$ cat src/core/sag_defines.svh
// Constants for the segment address generator.
`ifndef SAG_DEFINES_SVH
`define SAG_DEFINES_SVH
`define SAG_OFF_W       16
`define SAG_PHYS_W      20
`define SAG_SEG_SHIFT   4
`define SAG_SEG_RST     16'h0000
`define SAG_SEG_PROG    2'h0
`define SAG_SEG_STACK   2'h1
`define SAG_SEG_DATA0   2'h2
`define SAG_SEG_DATA1   2'h3
`define SAG_EFF_CLOCKS  2
`define SAG_MOD_MSB     7
`define SAG_MOD_LSB     6
`define SAG_RM_MSB      2
`define SAG_RM_LSB      0
`define SAG_MOD_NODISP  2'h0
`define SAG_MOD_DISP8   2'h1
`define SAG_MOD_DISP16  2'h2
`define SAG_MOD_REG     2'h3
`define SAG_RM_DIRECT   3'h6
`endif

$ cat src/core/sag_pkg.sv
// Types shared by the segment address generator modules.
`include "sag_defines.svh"
package sag_pkg;
   typedef enum logic [1:0] {
      SAG_SEG_PROG  = `SAG_SEG_PROG,
      SAG_SEG_STACK = `SAG_SEG_STACK,
      SAG_SEG_DATA0 = `SAG_SEG_DATA0,
      SAG_SEG_DATA1 = `SAG_SEG_DATA1
   } sag_seg_t;

   typedef enum logic [2:0] {
      SAG_ACC_FETCH   = 3'h0,
      SAG_ACC_STACK   = 3'h1,
      SAG_ACC_OPERAND = 3'h2,
      SAG_ACC_STR_SRC = 3'h3,
      SAG_ACC_STR_DST = 3'h4
   } sag_access_t;

   typedef enum logic [2:0] {
      SAG_CL_OTHER       = 3'h0,
      SAG_CL_BLOCK_MOVE  = 3'h1,
      SAG_CL_BLOCK_OUT   = 3'h2,
      SAG_CL_BLOCK_IN    = 3'h3,
      SAG_CL_BCD_STRING  = 3'h4,
      SAG_CL_BIT_EXTRACT = 3'h5,
      SAG_CL_BIT_INSERT  = 3'h6
   } sag_class_t;

   typedef enum logic [2:0] {
      SAG_ST_IDLE = 3'h1,
      SAG_ST_ADD  = 3'h2,
      SAG_ST_DONE = 3'h4
   } sag_state_t;

   typedef struct packed {
      sag_state_t                    state;
      logic [3:0][`SAG_OFF_W-1:0]    seg_base;
      sag_seg_t                      seg;
      logic [`SAG_OFF_W-1:0]         seg_val;
      logic [`SAG_OFF_W-1:0]         eff;
      logic [`SAG_PHYS_W-1:0]        phys;
      logic                          bad;
   } sag_core_t;
endpackage

$ cat src/core/sag_ea_if.sv
// Interface between the address generator and its effective offset adder.
`timescale 1ns/1ps
`include "sag_defines.svh"
interface sag_eff_if;
   logic [7:0]            mode_byte;
   logic [`SAG_OFF_W-1:0] base_word;
   logic [`SAG_OFF_W-1:0] frame_base_pointer;
   logic [`SAG_OFF_W-1:0] source_index;
   logic [`SAG_OFF_W-1:0] destination_index;
   logic [`SAG_OFF_W-1:0] disp_raw;
   logic [`SAG_OFF_W-1:0] eff_sum;
   logic                  uses_frame_base;
   logic                  reg_mode;
   modport calc (input mode_byte, base_word, frame_base_pointer, source_index,
                 destination_index, disp_raw, output eff_sum, uses_frame_base, reg_mode);
   modport user (output mode_byte, base_word, frame_base_pointer, source_index,
                 destination_index, disp_raw, input eff_sum, uses_frame_base, reg_mode);
endinterface

$ cat src/core/sag_top.sv
// Segment address generator: segment choice, effective offset and physical address.
// Summary of operation
// - Four segment base registers: program, stack, data zero, data one.
// - Each bus cycle picks its segment register from the access type.
// - Instruction fetch uses program segment with the prefetch pointer.
// - Stack pointer accesses and frame-base offsets default to the stack segment.
// - Offsets without the frame base pointer default to data segment zero.
// - Fetch, stack pointer and group B destination segments ignore any override.
// - Other default offsets accept an override to another segment register.
// - Group A source reads use the source index, data zero default, overridable.
// - Group B destination writes use destination index with data segment one.
// - Group A: block transfer, block output, decimal string, bit field extract.
// - Group B: block transfer, block input, decimal string, bit field insert.
// - The effective offset is an unsigned 16-bit offset within the segment.
// - The mode byte selects how the effective offset is calculated.
// - Offset sums displacement, base and index in any combination.
// - Displacement is an 8-bit or 16-bit immediate.
// - Physical address is segment base shifted left four plus offset, unsigned.
// - Physical addresses span 20 bits, one megabyte.
// - Offset and address calculation complete in two clocks for every mode.
`timescale 1ns/1ps
`include "sag_defines.svh"
module sag_top (
   input  wire logic                   i_core_clk,
   input  wire logic                   i_srst,
   input  wire logic                   i_seg_wr_en,
   input  wire logic [1:0]             i_seg_wr_sel,
   input  wire logic [`SAG_OFF_W-1:0]  i_seg_wr_data,
   input  wire logic                   i_req_valid,
   output logic                        o_req_ready,
   input  wire logic [2:0]             i_access_kind,
   input  wire logic [2:0]             i_instr_class,
   input  wire logic                   i_override_valid,
   input  wire logic [1:0]             i_override_seg,
   input  wire logic [7:0]             i_mode_byte,
   input  wire logic [`SAG_OFF_W-1:0]  i_disp,
   input  wire logic [`SAG_OFF_W-1:0]  i_prefetch_offset_pointer,
   input  wire logic [`SAG_OFF_W-1:0]  i_stack_offset_pointer,
   input  wire logic [`SAG_OFF_W-1:0]  i_base_word,
   input  wire logic [`SAG_OFF_W-1:0]  i_frame_base_pointer,
   input  wire logic [`SAG_OFF_W-1:0]  i_source_index,
   input  wire logic [`SAG_OFF_W-1:0]  i_destination_index,
   output logic                        o_done,
   output logic                        o_refused,
   output logic [`SAG_PHYS_W-1:0]      o_phys_addr,
   output logic [`SAG_OFF_W-1:0]       o_effective_offset,
   output logic [1:0]                  o_seg_sel
);
   sag_pkg::sag_core_t core_reg;
   sag_pkg::sag_core_t core_next;
   sag_eff_if          eff_bus ();
   logic               accept;
   sag_pkg::sag_seg_t  pick_seg;
   logic [`SAG_OFF_W-1:0] pick_off;
   logic               pick_bad;

   function automatic logic in_group_a(input logic [2:0] cls);
      case (cls)
         sag_pkg::SAG_CL_BLOCK_MOVE, sag_pkg::SAG_CL_BLOCK_OUT,
         sag_pkg::SAG_CL_BCD_STRING, sag_pkg::SAG_CL_BIT_EXTRACT: in_group_a = 1'b1;
         default: in_group_a = 1'b0;
      endcase
   endfunction

   function automatic logic in_group_b(input logic [2:0] cls);
      case (cls)
         sag_pkg::SAG_CL_BLOCK_MOVE, sag_pkg::SAG_CL_BLOCK_IN,
         sag_pkg::SAG_CL_BCD_STRING, sag_pkg::SAG_CL_BIT_INSERT: in_group_b = 1'b1;
         default: in_group_b = 1'b0;
      endcase
   endfunction

   // An override naming the default register changes nothing, so it needs no filter.
   function automatic sag_pkg::sag_seg_t with_override(input sag_pkg::sag_seg_t dflt);
      with_override = i_override_valid ? sag_pkg::sag_seg_t'(i_override_seg) : dflt;
   endfunction

   assign eff_bus.mode_byte          = i_mode_byte;
   assign eff_bus.base_word          = i_base_word;
   assign eff_bus.frame_base_pointer = i_frame_base_pointer;
   assign eff_bus.source_index       = i_source_index;
   assign eff_bus.destination_index  = i_destination_index;
   assign eff_bus.disp_raw           = i_disp;

   sag_eff_calc u_eff_calc (
      .eo (eff_bus.calc)
   );

   always_comb begin
      pick_bad = 1'b0;
      pick_seg = sag_pkg::SAG_SEG_DATA0;
      pick_off = eff_bus.eff_sum;
      case (i_access_kind)
         sag_pkg::SAG_ACC_FETCH: begin
            pick_seg = sag_pkg::SAG_SEG_PROG;
            pick_off = i_prefetch_offset_pointer;
         end
         sag_pkg::SAG_ACC_STACK: begin
            pick_seg = sag_pkg::SAG_SEG_STACK;
            pick_off = i_stack_offset_pointer;
         end
         sag_pkg::SAG_ACC_OPERAND: begin
            pick_bad = eff_bus.reg_mode;
            pick_seg = with_override(eff_bus.uses_frame_base ?
                          sag_pkg::SAG_SEG_STACK : sag_pkg::SAG_SEG_DATA0);
         end
         sag_pkg::SAG_ACC_STR_SRC: begin
            pick_bad = !in_group_a(i_instr_class);
            pick_seg = with_override(sag_pkg::SAG_SEG_DATA0);
            pick_off = i_source_index;
         end
         sag_pkg::SAG_ACC_STR_DST: begin
            pick_bad = !in_group_b(i_instr_class);
            pick_seg = sag_pkg::SAG_SEG_DATA1;
            pick_off = i_destination_index;
         end
         default: pick_bad = 1'b1;
      endcase
   end

   assign o_req_ready = (core_reg.state == sag_pkg::SAG_ST_IDLE);
   assign accept      = i_req_valid && o_req_ready;

   always_comb begin
      core_next = core_reg;
      if (i_seg_wr_en) begin
         core_next.seg_base[i_seg_wr_sel] = i_seg_wr_data;
      end
      case (core_reg.state)
         sag_pkg::SAG_ST_IDLE: begin
            if (accept) begin
               core_next.state   = sag_pkg::SAG_ST_ADD;
               core_next.seg     = pick_seg;
               core_next.seg_val = core_reg.seg_base[pick_seg];
               core_next.eff     = pick_off;
               core_next.bad     = pick_bad;
            end
         end
         sag_pkg::SAG_ST_ADD: begin
            core_next.state = sag_pkg::SAG_ST_DONE;
            // Carry above bit 19 is dropped, wrapping within one megabyte.
            core_next.phys  = {core_reg.seg_val, {`SAG_SEG_SHIFT{1'b0}}}
                              + {{`SAG_SEG_SHIFT{1'b0}}, core_reg.eff};
         end
         sag_pkg::SAG_ST_DONE: core_next.state = sag_pkg::SAG_ST_IDLE;
         default:              core_next.state = sag_pkg::SAG_ST_IDLE;
      endcase
   end

   always_ff @(posedge i_core_clk) begin
      if (i_srst) begin
         core_reg.state    <= sag_pkg::SAG_ST_IDLE;
         core_reg.seg_base <= {4{`SAG_SEG_RST}};
         core_reg.seg      <= sag_pkg::SAG_SEG_PROG;
         core_reg.seg_val  <= '0;
         core_reg.eff      <= '0;
         core_reg.phys     <= '0;
         core_reg.bad      <= 1'b0;
      end else begin
         core_reg <= core_next;
      end
   end

   assign o_done             = (core_reg.state == sag_pkg::SAG_ST_DONE) && !core_reg.bad;
   assign o_refused          = (core_reg.state == sag_pkg::SAG_ST_DONE) && core_reg.bad;
   assign o_phys_addr        = core_reg.phys;
   assign o_effective_offset = core_reg.eff;
   assign o_seg_sel          = core_reg.seg;
endmodule

$ cat src/core/sag_ea_calc.sv
// Effective offset adder: decodes the mode byte and sums displacement, base and index.
`timescale 1ns/1ps
`include "sag_defines.svh"
module sag_eff_calc (
   sag_eff_if.calc eo
);
   logic [1:0]            mode;
   logic [2:0]            rm;
   logic [`SAG_OFF_W-1:0] base_term;
   logic [`SAG_OFF_W-1:0] index_term;
   logic [`SAG_OFF_W-1:0] disp_term;

   assign mode = eo.mode_byte[`SAG_MOD_MSB:`SAG_MOD_LSB];
   assign rm   = eo.mode_byte[`SAG_RM_MSB:`SAG_RM_LSB];

   always_comb begin
      base_term          = '0;
      index_term         = '0;
      eo.uses_frame_base = 1'b0;
      case (rm)
         3'h0: begin
            base_term  = eo.base_word;
            index_term = eo.source_index;
         end
         3'h1: begin
            base_term  = eo.base_word;
            index_term = eo.destination_index;
         end
         3'h2: begin
            base_term          = eo.frame_base_pointer;
            index_term         = eo.source_index;
            eo.uses_frame_base = 1'b1;
         end
         3'h3: begin
            base_term          = eo.frame_base_pointer;
            index_term         = eo.destination_index;
            eo.uses_frame_base = 1'b1;
         end
         3'h4: index_term = eo.source_index;
         3'h5: index_term = eo.destination_index;
         3'h6: begin
            // With no displacement field this encoding is a bare 16-bit address.
            if (mode != `SAG_MOD_NODISP) begin
               base_term          = eo.frame_base_pointer;
               eo.uses_frame_base = 1'b1;
            end
         end
         default: base_term = eo.base_word;
      endcase
   end

   always_comb begin
      eo.reg_mode = 1'b0;
      case (mode)
         `SAG_MOD_NODISP: disp_term = (rm == `SAG_RM_DIRECT) ? eo.disp_raw : '0;
         `SAG_MOD_DISP8:  disp_term = {{8{eo.disp_raw[7]}}, eo.disp_raw[7:0]};
         `SAG_MOD_DISP16: disp_term = eo.disp_raw;
         default: begin
            disp_term   = '0;
            eo.reg_mode = 1'b1;
         end
      endcase
   end

   // The sum keeps 16 bits, so offsets wrap inside the segment.
   assign eo.eff_sum = base_term + index_term + disp_term;
endmodule

$ cat config.mk
export PLATFORM = sky130hd
export DESIGN_NAME = sag_top
export DESIGN_NICKNAME = d
export VERILOG_FILES = /design/src/core/sag_pkg.sv /design/src/core/sag_ea_if.sv /design/src/core/sag_top.sv /design/src/core/sag_ea_calc.sv
export VERILOG_INCLUDE_DIRS = /design/src /design/src/core
export SDC_FILE = /design/constraint.sdc
export NUM_CORES = 1
export LEC_CHECK = 0
export BUFFER_PORTS_ARGS = -buffer_cell sky130_fd_sc_hd__buf_2
export CAP_MARGIN = 20
export CORE_UTILIZATION = 55
export DETAILED_ROUTE_END_ITERATION = 16
export PLACE_DENSITY = 0.81
export SLEW_MARGIN = 15
export SYNTH_ARGS = -nofsm -noshare
export SYNTH_HDL_FRONTEND = slang
export SYNTH_SLANG_ARGS = --single-unit
$ cat constraint.sdc
create_clock -name i_core_clk -period 4.45 [get_ports i_core_clk]
set_input_delay 0.2225 -clock i_core_clk [delete_from_list [all_inputs] [get_ports i_core_clk]]
set_output_delay 0.2225 -clock i_core_clk [all_outputs]
set_load 0.05 [all_outputs]
### After elaboration in Yosys (flattened, before gate mapping)

Cells that the tools add are included.

* shifts and indexed selects: 0
* $lt $le $gt $ge: 3
* reductions and logical operators: 20
* multipliers: 0
* add/sub/neg operators: 3
* bitwise operators: 0
* muxes and demuxes: 25
* divide/modulo/power cells: 0
* equal/unequal tests: 22

Operator list (count)
* $pmux 16 s3: 2
* $bwmux 64: 1
* $mux 16: 4
* $pmux 16 s4: 1
* $add 16x16->16: 2
* $bmux 16 s2: 1
* $demux 16 s2: 1
* $pmux 16 s2: 1
* $eq 3x3->1 const B: 8
* $eq 3x2->1 const B: 7
* $add 20x16->20: 1
* $eq 3x1->1 const B: 4
* $pmux 2 s5: 1
* $reduce_or 3->1: 3
* $reduce_or 4->1: 2
* $logic_not 3->1: 2
* $lt 2x3->1 const B: 2
* $mux 1: 6
* $mux 2: 3
* $pmux 3 s2: 1
* $reduce_or 2->1: 3
* $logic_and 1x1->1: 4
* $pmux 1 s4: 1
* $logic_not 1->1: 3
* other kinds (9): 9

* input port bits: 151
* bits in latches: 0
* RAM bits: 0
* logic and storage cells: 83
* bits in registers: 122
* memories: 0
* bits in read-only memories: 0
* output and inout port bits: 41

### Longest topological paths before layout

Gate-level depths: netlist of run 1.

* word-level depth: 8
* mapped depth: 16
* gate-level depth less buffers: 15

### Modules after synthesis

Synthesis of run 1 repeated with hierarchy kept, for this count alone.

* cell total of the unflattened synthesis: 992
* area total of the unflattened synthesis: 7965.1 µm²

Modules (own cells, without submodules)
* sag_top: cells an instance 770, times used 1, sequential area each 2442.3 µm², area an instance 6318.6 µm²
* sag_eff_calc: cells an instance 222, times used 1, sequential area each 0.0 µm², area an instance 1646.6 µm²

### Least setup slack after synthesis of run 1

No wires, ideal clock.

* kind: in2reg
* from: in i_mode_byte[0]
* to: reg core_reg (netlist bit o_effective_offset[15])
* stages on the path: 16
* slack: 1.116 ns
* required time: 4.318 ns
* data arrival time: 3.202 ns
* setup time: 0.132 ns
* buffers on the path: 1
* cells stage by stage: buf_4 -> nand3b_4 -> a21boi_1 -> nand2_1 -> fa_1 -> inv_1 -> ha_1 -> inv_1 -> fa_1 -> nor2b_1 -> o31a_1 -> o221ai_2 -> o41a_1 -> xnor2_1 -> a21oi_1 -> nor3_1

* word-level cells in the longest chain between the ends: 6
* elaborated cells between the ends (all ways): 18
* those cells by class: 2 x add/sub; 6 x eq/ne; 5 x mux; 5 x reduce/logical

RTL lines
* from (decl): line sag_top.sv:35 `input wire logic [7:0] i_mode_byte,`
* $eq 3x1->1 (tied with other cells): line sag_ea_calc.sv:20 `case (rm)`
* $reduce_or 3->1 (no line) or $reduce_or 2->1 (tied branches)
* $pmux 16 s2 or $pmux 16 s3 (tied branches): line sag_ea_calc.sv:20
* $add 16x16->16: line sag_ea_calc.sv:66 `assign eo.eff_sum = base_term + index_term + disp_term;`
* $add 16x16->16 *: line sag_ea_calc.sv:66
* $pmux 16 s4 *: line sag_top.sv:93 `case (i_access_kind)`
* to (signal assigned): line sag_top.sv:160 `core_reg <= core_next;`
* to (decl): line sag_top.sv:49 `sag_pkg::sag_core_t core_reg;`

Mark *: on every way between the ends. The rest lies on a longest branch, timed or not.
A chain may end at the register's enable or synchronous reset.

### Worst setup path in the final report of run 1

* from: in i_mode_byte[0]
* to: reg core_reg (netlist bit o_effective_offset[14])

Same word-level chain as after synthesis.

==> results of run 1 <==
[cells in the final DEF, fill, tap and decap left out, types with 13 or more instances in the layout]
cell	synthesis	final
nand2_1	232	232
buf_2	11	187
a21oi_1	126	126
dfxtp_1	122	122
nor2_1	58	58
inv_1	43	43
o21ai_1	36	36
mux2i_1	32	32
ha_1	26	26
mux2_2	22	22
o21ai_0	22	22
a22oi_1	20	20
xnor2_1	17	17
fa_1	17	17
clkbuf_16	0	17
nor3_1	16	16
nand3b_1	13	13
[report_power, final]
part / leakage (nW) / internal, W / switching (W)
clock network: 0.289 / 0.000908 / 0.000491
registers: 0.993 / 0.00115 / 0.0000417
logic: 2.93 / 0.000370 / 0.000585
total: 4.21 / 0.00243 / 0.00112
[layer usage]
layer	GRT usage (%)	share of wire [%]	vias to the layer above
met5	0	0	-
met4	9.262	1.7	0
met3	6.827	7.6	33
met2	49.90	47	288
met1	36.74	43	3594
li1	-	-	3794
[cell families after synthesis]
group,after synthesis,share of synthesized area [%]
and+or+nand+nor,365,19.43
xor gates and xnor gates,24,2.766
DFF,122,30.17
adders and majority gates,43,8.221
muxes,67,8.870
AOI/OAI and AO/OA,281,21.48
buffers and inverters,144,9.071
[cell type report]
| type | instances | share of cell area (%) |
|---|---|---|
| multi-input cells | 780 | 52.43 |
| clock inverters | 11 | 1.547 |
| well taps | 180 | 2.400 |
| repair buffers | 199 | 10.93 |
| inverters | 44 | 1.760 |
| flip-flops and latches | 122 | 26.03 |
| clock buffers | 21 | 4.907 |
[synth_stat cells (all sizes together), types with 4 or more instances]
library cell	count
o21bai	4
nor3b	4
dfxtp	122
mux2i	32
buf	59
clkbuf	41
o21a	8
o22ai	4
ha	26
xnor2	17
nor3	16
nand3b	14
fa	17
nand2	232
a211oi	13
o21ai	60
o31a	4
nand3	12
a22oi	20
inv	44
o32ai	4
xor2	6
mux2	35
nor2	58
and2	5
a21oi	130
nand2b	5
a21o	7
nor2b	4
[how the worst max path moves through the flow]
| stage | start | end | depth (start not counted) |
|---|---|---|---|
| after floorplan | i_mode_byte[0] | o_effective_offset[15] | 16 |
| after global placement | i_mode_byte[0] | o_effective_offset[15] | 16 |
| after detailed placement | i_mode_byte[0] | o_effective_offset[15] | 16 |
| after CTS | i_mode_byte[0] | o_effective_offset[15] | 16 |
| after global routing | i_mode_byte[0] | o_effective_offset[14] | 14 |
| final | i_mode_byte[0] | o_effective_offset[14] | 14 |
[per-stage QoR]
| stage | area (um^2) | hold WS, ns | power [W] | setup WS [ns] | util (%) |
|---|---|---|---|---|---|
| final | 9384 | 0.07955 | 0.003544 | 0.9128 | 66.57 |
| after global routing | 9384 | 0.07046 | 0.003726 | 0.6814 | 66.57 |
| after CTS | 9384 | 0.06251 | 0.003550 | 0.9687 | 66.57 |
| after detailed placement | 8778 | 0.4424 | 0.002151 | 0.5366 | 62.28 |
| after global placement | 8778 | 0.4373 | 0.002138 | 0.6052 | 62.28 |
| after floorplan | 8097 | 0.3585 | 0.001935 | 1.116 | - |
[worst reg2reg max path: cells and delay by family (launching register included)]
family,cells,cell delay [ns]
flops,1,0.37
compound gates,5,0.98
simple gates,2,0.25
fa+ha+maj,2,0.58
buf+inv,1,0.06
==> summary.txt, run 1 <==
Outcome
  – Outcome: finished, final reports clean

Cells and area
  – Share of cells above drive strength 1: a little under a quarter
  – Multi-input logic area: 4920 um^2
  – # fillers: 1,256
  – Nets: about 1,400
  – Syn-to-layout area delta: 15.90%
  – Max reg flops: 84
  – Diodes inserted: 0
  – Fin cells: ~1,400
  – Area of all sequential standard cells: 2442 um^2

Clocking
  – Total CTS buffers: 17
  – Worst-path clk slew: approximately 0.06 ns
  – Clock Sinks: 122
  – Setup bufs post-CTS: 0
  – TritonCTS clock tree: built
  – Resized cells post-CTS: 0
  – H-tree depth: 4
  – Clk Latency, worst-skew pair: 0.41 ns
  – Root buf cell: clkbuf_16
  – Max clock buf depth: 2
  – Hold Buf Count CTS: 0

Worst setup path
  – Max stage delay cell, worst path: fa_1
  – CP Launch Type: input pin
  – Top delay family on crit path: compound AO/OA/AOI/OAI gates
  – Buf/Inv on CP: 2
  – Crit path cell chain: buf_2 -> o21bai_4 -> a21boi_4 -> a22oi_1 -> fa_1 -> inv_1 -> ha_1 -> a21oi_1 -> o2111ai_1 -> a21oi_2 -> o21ai_1 -> a221oi_1 -> xnor2_1 -> o32ai_1
  – Setup slack, reg-to-reg: 2.14 ns
  – Crit path required time: 4.72 ns
  – Critical path type: input pin to register
  – Crit path DAT: approximately 3.8 ns
  – CP max FO: 19
  – Critical R2R Launch: core_reg[37]
  – Crit end category: register
  – R2R cell count: 10
  – Slowest Stage Delay on Critical Path: 0.59 ns
  – R2r endpoint: o_phys_addr[18]

Logic synthesis
  – Sequential fraction of the synthesis area: a little over 30%
  – Synthesized flop and latch total: 122
  – Ys async rst share: 0%
  – EDFF count, synth: 0
  – Mapped Nets: 1,240
  – Top FF cell, synth: dfxtp_1
  – Most area-consuming cells after synthesis: dfxtp_1 30%, nand2_1 11%, a21oi_1 7.8%
  – Synth Warn #: 0
  – Synth top area share: 30.17%
  – Mean post-synth cell area: 7.740 um^2
  – Top cell type by total area after synthesis: dfxtp_1
  – Synth Instances: 1,046
  – Cell Area, Synth: 8097 um^2
  – Synth unique cells: 71

Routing
  – Initial DRC count: ~550
  – Via count: 7,709
  – Initial DRT Pass Iterations: 5
  – Remaining antenna violation count: 0
  – DR vias/cell: 5.681
  – Routed wire length: 21.58 mm
  – # DRC: 0
  – WL/cell: 15.90 um

GRT
  – Number of global-route vias before repair: 7,119
  – All-Layer GR Usage: 29.40%
  – Initial antenna violation count: 0
  – Global-route wire length before repair: 34.53 mm
  – Pin count of the biggest net entering global routing: 67
  – Total gr overflow: 0

STA
  – Slew Limit Fails: 0
  – Post-layout min period: approximately 3.5 ns
  – Fmax: 0.2827 GHz
  – Unrepaired setup endpoints after global routing: false
  – Final setup violation count: 0
  – Slew @ Worst Pin: ~0.8 ns
  – Worst Skew: 0.006830 ns
  – Setup_tns: 0 ns
  – Final hold violation count: 0
  – Max-Slew Margin vs Limit: 46.57%
  – Final period util: 79.49%

Worst hold path
  – Worst Hold Depth: 3
  – Worst Hold Class: input pin to register
  – Endpoint, Worst Hold: core_reg[58]
  – Hold Startpoint: i_seg_wr_data[3]

Pwr
  – P_leak: 4.215 nW
  – Pwr dens: between 300 and 400 nW/um^2
  – Worst vdd ir: 0.0002552 V

Floorplanning
  – I/O Pins: approximately 190
  – Die Height: roughly 120 um
  – Die area: 15,210 um^2
  – Die W: 123.3 um
  – Initial Utilization: 57.44%
  – Std cell rows: 43
  – Placeable Area: roughly 14,000 um^2

Place
  – IO Port Bufs: ~190
  – DP HPWL: 15.15 mm
  – Global placement routability congestion: 0.9183
  – Placed Cells: 1,325

Flow run
  – Max cap viols: 0
No activity file was read; power rests on OpenSTA's default activity.
==> inputs of run 2 (changes only) <==
==> constraint.sdc (replaced) <==
create_clock -name i_core_clk -period 3.63 [get_ports i_core_clk]
set_input_delay 0.1815 -clock i_core_clk [delete_from_list [all_inputs] [get_ports i_core_clk]]
set_output_delay 0.1815 -clock i_core_clk [all_outputs]
set_load 0.05 [all_outputs]
==> summary.txt, run 2 (synthesis gave the netlist of run 1 again) <==
Outcome
  – Outcome: finished, final reports clean

Floorplanning
  – Std cell rows: 43 (unchanged)
  – Die Height: 123.3 um (unchanged)
  – Placeable Area: 14,100 um^2 (unchanged)
  – I/O Pins: 192 (unchanged)
  – Die area: 15,210 um^2 (unchanged)
  – Die W: 123.3 um (unchanged)
  – Initial Utilization: 57.44% (unchanged)

Routing
  – Routed wire length: 21.79 mm (+0.95%)
  – Initial DRC count: 621 (+14%)
  – Via count: 7,844 (+1.8%)
  – Remaining antenna violation count: 0 (unchanged)
  – # DRC: 0 (unchanged)
  – WL/cell: 15.96 um (+0.35%)
  – Initial DRT Pass Iterations: 5 (unchanged)
  – DR vias/cell: 5.747 (+1.2%)

STA
  – Final period util: just under 90%
  – Fmax: 0.3185 GHz
  – Setup_tns: 0 ns (unchanged)
  – Setup ws final: 0.4902 ns (-0.4226 ns)
  – Max-Slew Margin vs Limit: 44.01% (-2.6 points)
  – Final hold violation count: 0 (unchanged)
  – Unrepaired setup endpoints after global routing: false
  – Worst Skew: 0.008632 ns (+0.001802 ns)
  – Final setup violation count: 0 (unchanged)
  – Slew Limit Fails: 0 (unchanged)
  – Slew @ Worst Pin: 0.8375 ns (+0.03616 ns)
  – Post-layout min period: 3.140 ns

Pwr
  – Sw frac: 33.25% (+1.7 points)
  – Pint: 0.002832 W (+17%)
  – Seq pwr share: 34.4% (+0.8 points)
  – P_leak: 4.240 nW (+0.59%)
  – Clock Power Share: 37.7% (-1.8 points)
  – Worst vdd ir: 0.0003902 V (+53%)
  – Sw power: 0.001411 W (+26%)
  – Pwr dens: 450.7 nW/um^2 (+19%)
  – Combinational power share: 27.9% (+0.9 points)

Flow run
  – Max cap viols: 0 (unchanged)

Place
  – IO Port Bufs: 188 (unchanged)
  – Global placement routability congestion: 0.9446 (+2.9%)
  – Dpl ws: 0.09195 ns (-0.4447 ns)
  – DP HPWL: 15.59 mm (+2.9%)

Cells and area
  – Share of cells above drive strength 1: 23.54% (+0.60 points)
  – Commonest non-fill, non-tap cell in the layout: nand2_1
  – Max reg flops: 84 (unchanged)
  – Most frequent cells in the layout: 232 x nand2_1, 187 x buf_2, 126 x a21oi_1
  – Nets: 1,366 (+0.59%)
  – Syn-to-layout area delta: 16.27%
  – Diodes inserted: 0 (unchanged)

GRT
  – Initial antenna violation count: 0 (unchanged)
  – Pin count of the biggest net entering global routing: 72 (+7.5%)
  – All-Layer GR Usage: 29.78% (+0.38 points)
  – Global-route wire length before repair: 35.25 mm (+2.1%)
  – Total gr overflow: 0 (unchanged)
  – Number of global-route vias before repair: 7,327 (+2.9%)

Worst setup path
  – Crit path required time: 3.91 ns (-0.81 ns)
  – Crit end category: register
  – Critical R2R Launch: core_reg[37]
  – Crit path DAT: 3.42 ns (-0.39 ns)
  – Critical path type: input pin to register
  – Critical Path Source: i_mode_byte[0]
  – CP Launch Type: input pin
  – CP max FO: 10 (-9)

Clocking
  – Root buf cell: clkbuf_16
  – Max clock buf depth: 2 (unchanged)
  – Setup bufs post-CTS: 0 (unchanged)
  – Clk Latency, worst-skew pair: 0.42 ns (about the same)
  – Total CTS buffers: 17 (unchanged)
  – Worst-path clk slew: 0.06 ns (about the same)
  – Hold Buf Count CTS: 0 (unchanged)
  – Resized cells post-CTS: 0 (unchanged)
  – TritonCTS clock tree: built
  – Clock Sinks: 122 (unchanged)
  – H-tree depth: 4 (unchanged)

Worst hold path
  – Worst Hold Class: input pin to register
  – Hold Startpoint: i_seg_wr_data[3]
==> run 2: critical path: stages <==
cell and delay, ns:
buf_2 0.18, nand3b_4 0.19, a21boi_1 0.30, nand2_1 0.13
fa_1 0.49, inv_1 0.07, ha_1 0.16, inv_1 0.06
fa_1 0.40, nor2b_1 0.19, o31a_1 0.22, o221ai_2 0.16
o41a_1 0.35, xnor2_1 0.14, a21oi_1 0.15, nor3_1 0.06
==> run 2: area by class of cell <==
class | count | area, um^2
Tap cell | 180 | 225.2
Fill cell | 1201 | 4682
Timing Repair Buffer | 207 | 1099
Inverter | 44 | 165.2
Clock buffer | 19 | 442.9
Sequential cell | 122 | 2442
Clock inverter | 13 | 120.1
Multi-Input combinational cell | 780 | 4920
==> run 2: worst paths after layout <==
path,slack [ns],cells past startpoint,to
worst min-delay path,0.03,3,core_reg[58]
worst max-delay path,0.49,16,o_effective_offset[15]
worst max register to register,1.28,10,o_phys_addr[18]
worst min register to register,0.45,2,o_phys_addr[15]
==> run 2: per-stage QoR <==
step / hold slack [ns] / power (W) / util, % / cell area (um^2) / std cells
2_1_floorplan: 0.3175 / 0.002372 / - / 8097 / 1046
3_3_place_gp: 0.4384 / 0.002633 / 62.79 / 8851 / 1333
3_5_place_dp: 0.4431 / 0.002651 / 62.79 / 8851 / 1333
4_1_cts: 0.02435 / 0.004244 / 66.79 / 9414 / 1365
5_1_grt: 0.03966 / 0.004446 / 66.79 / 9414 / 1365
6_report: 0.03247 / 0.004243 / 66.79 / 9414 / 1365
==> run 2: power groups by stage <==
stage	clock network (W)	logic [W]	registers, W
3_5_place_dp	0	0.00116	0.00149
3_3_place_gp	0	0.00115	0.00148
5_1_grt	0.00167	0.00131	0.00146
2_1_floorplan	0	0.000905	0.00147
6_report	0.00160	0.00118	0.00146
4_1_cts	0.00161	0.00117	0.00146
==> run 2: metal layers <==
layer  wire length (um)  share of wire (%)  GRT usage [%]  vias up
met2              10290                 47          50.10      338
met5                  0                  0              0        -
met3               1672                7.7          5.397       46
met1               9241                 42          37.42     3646
met4                585                2.7          12.27        0
li1                   -                  -              -     3814
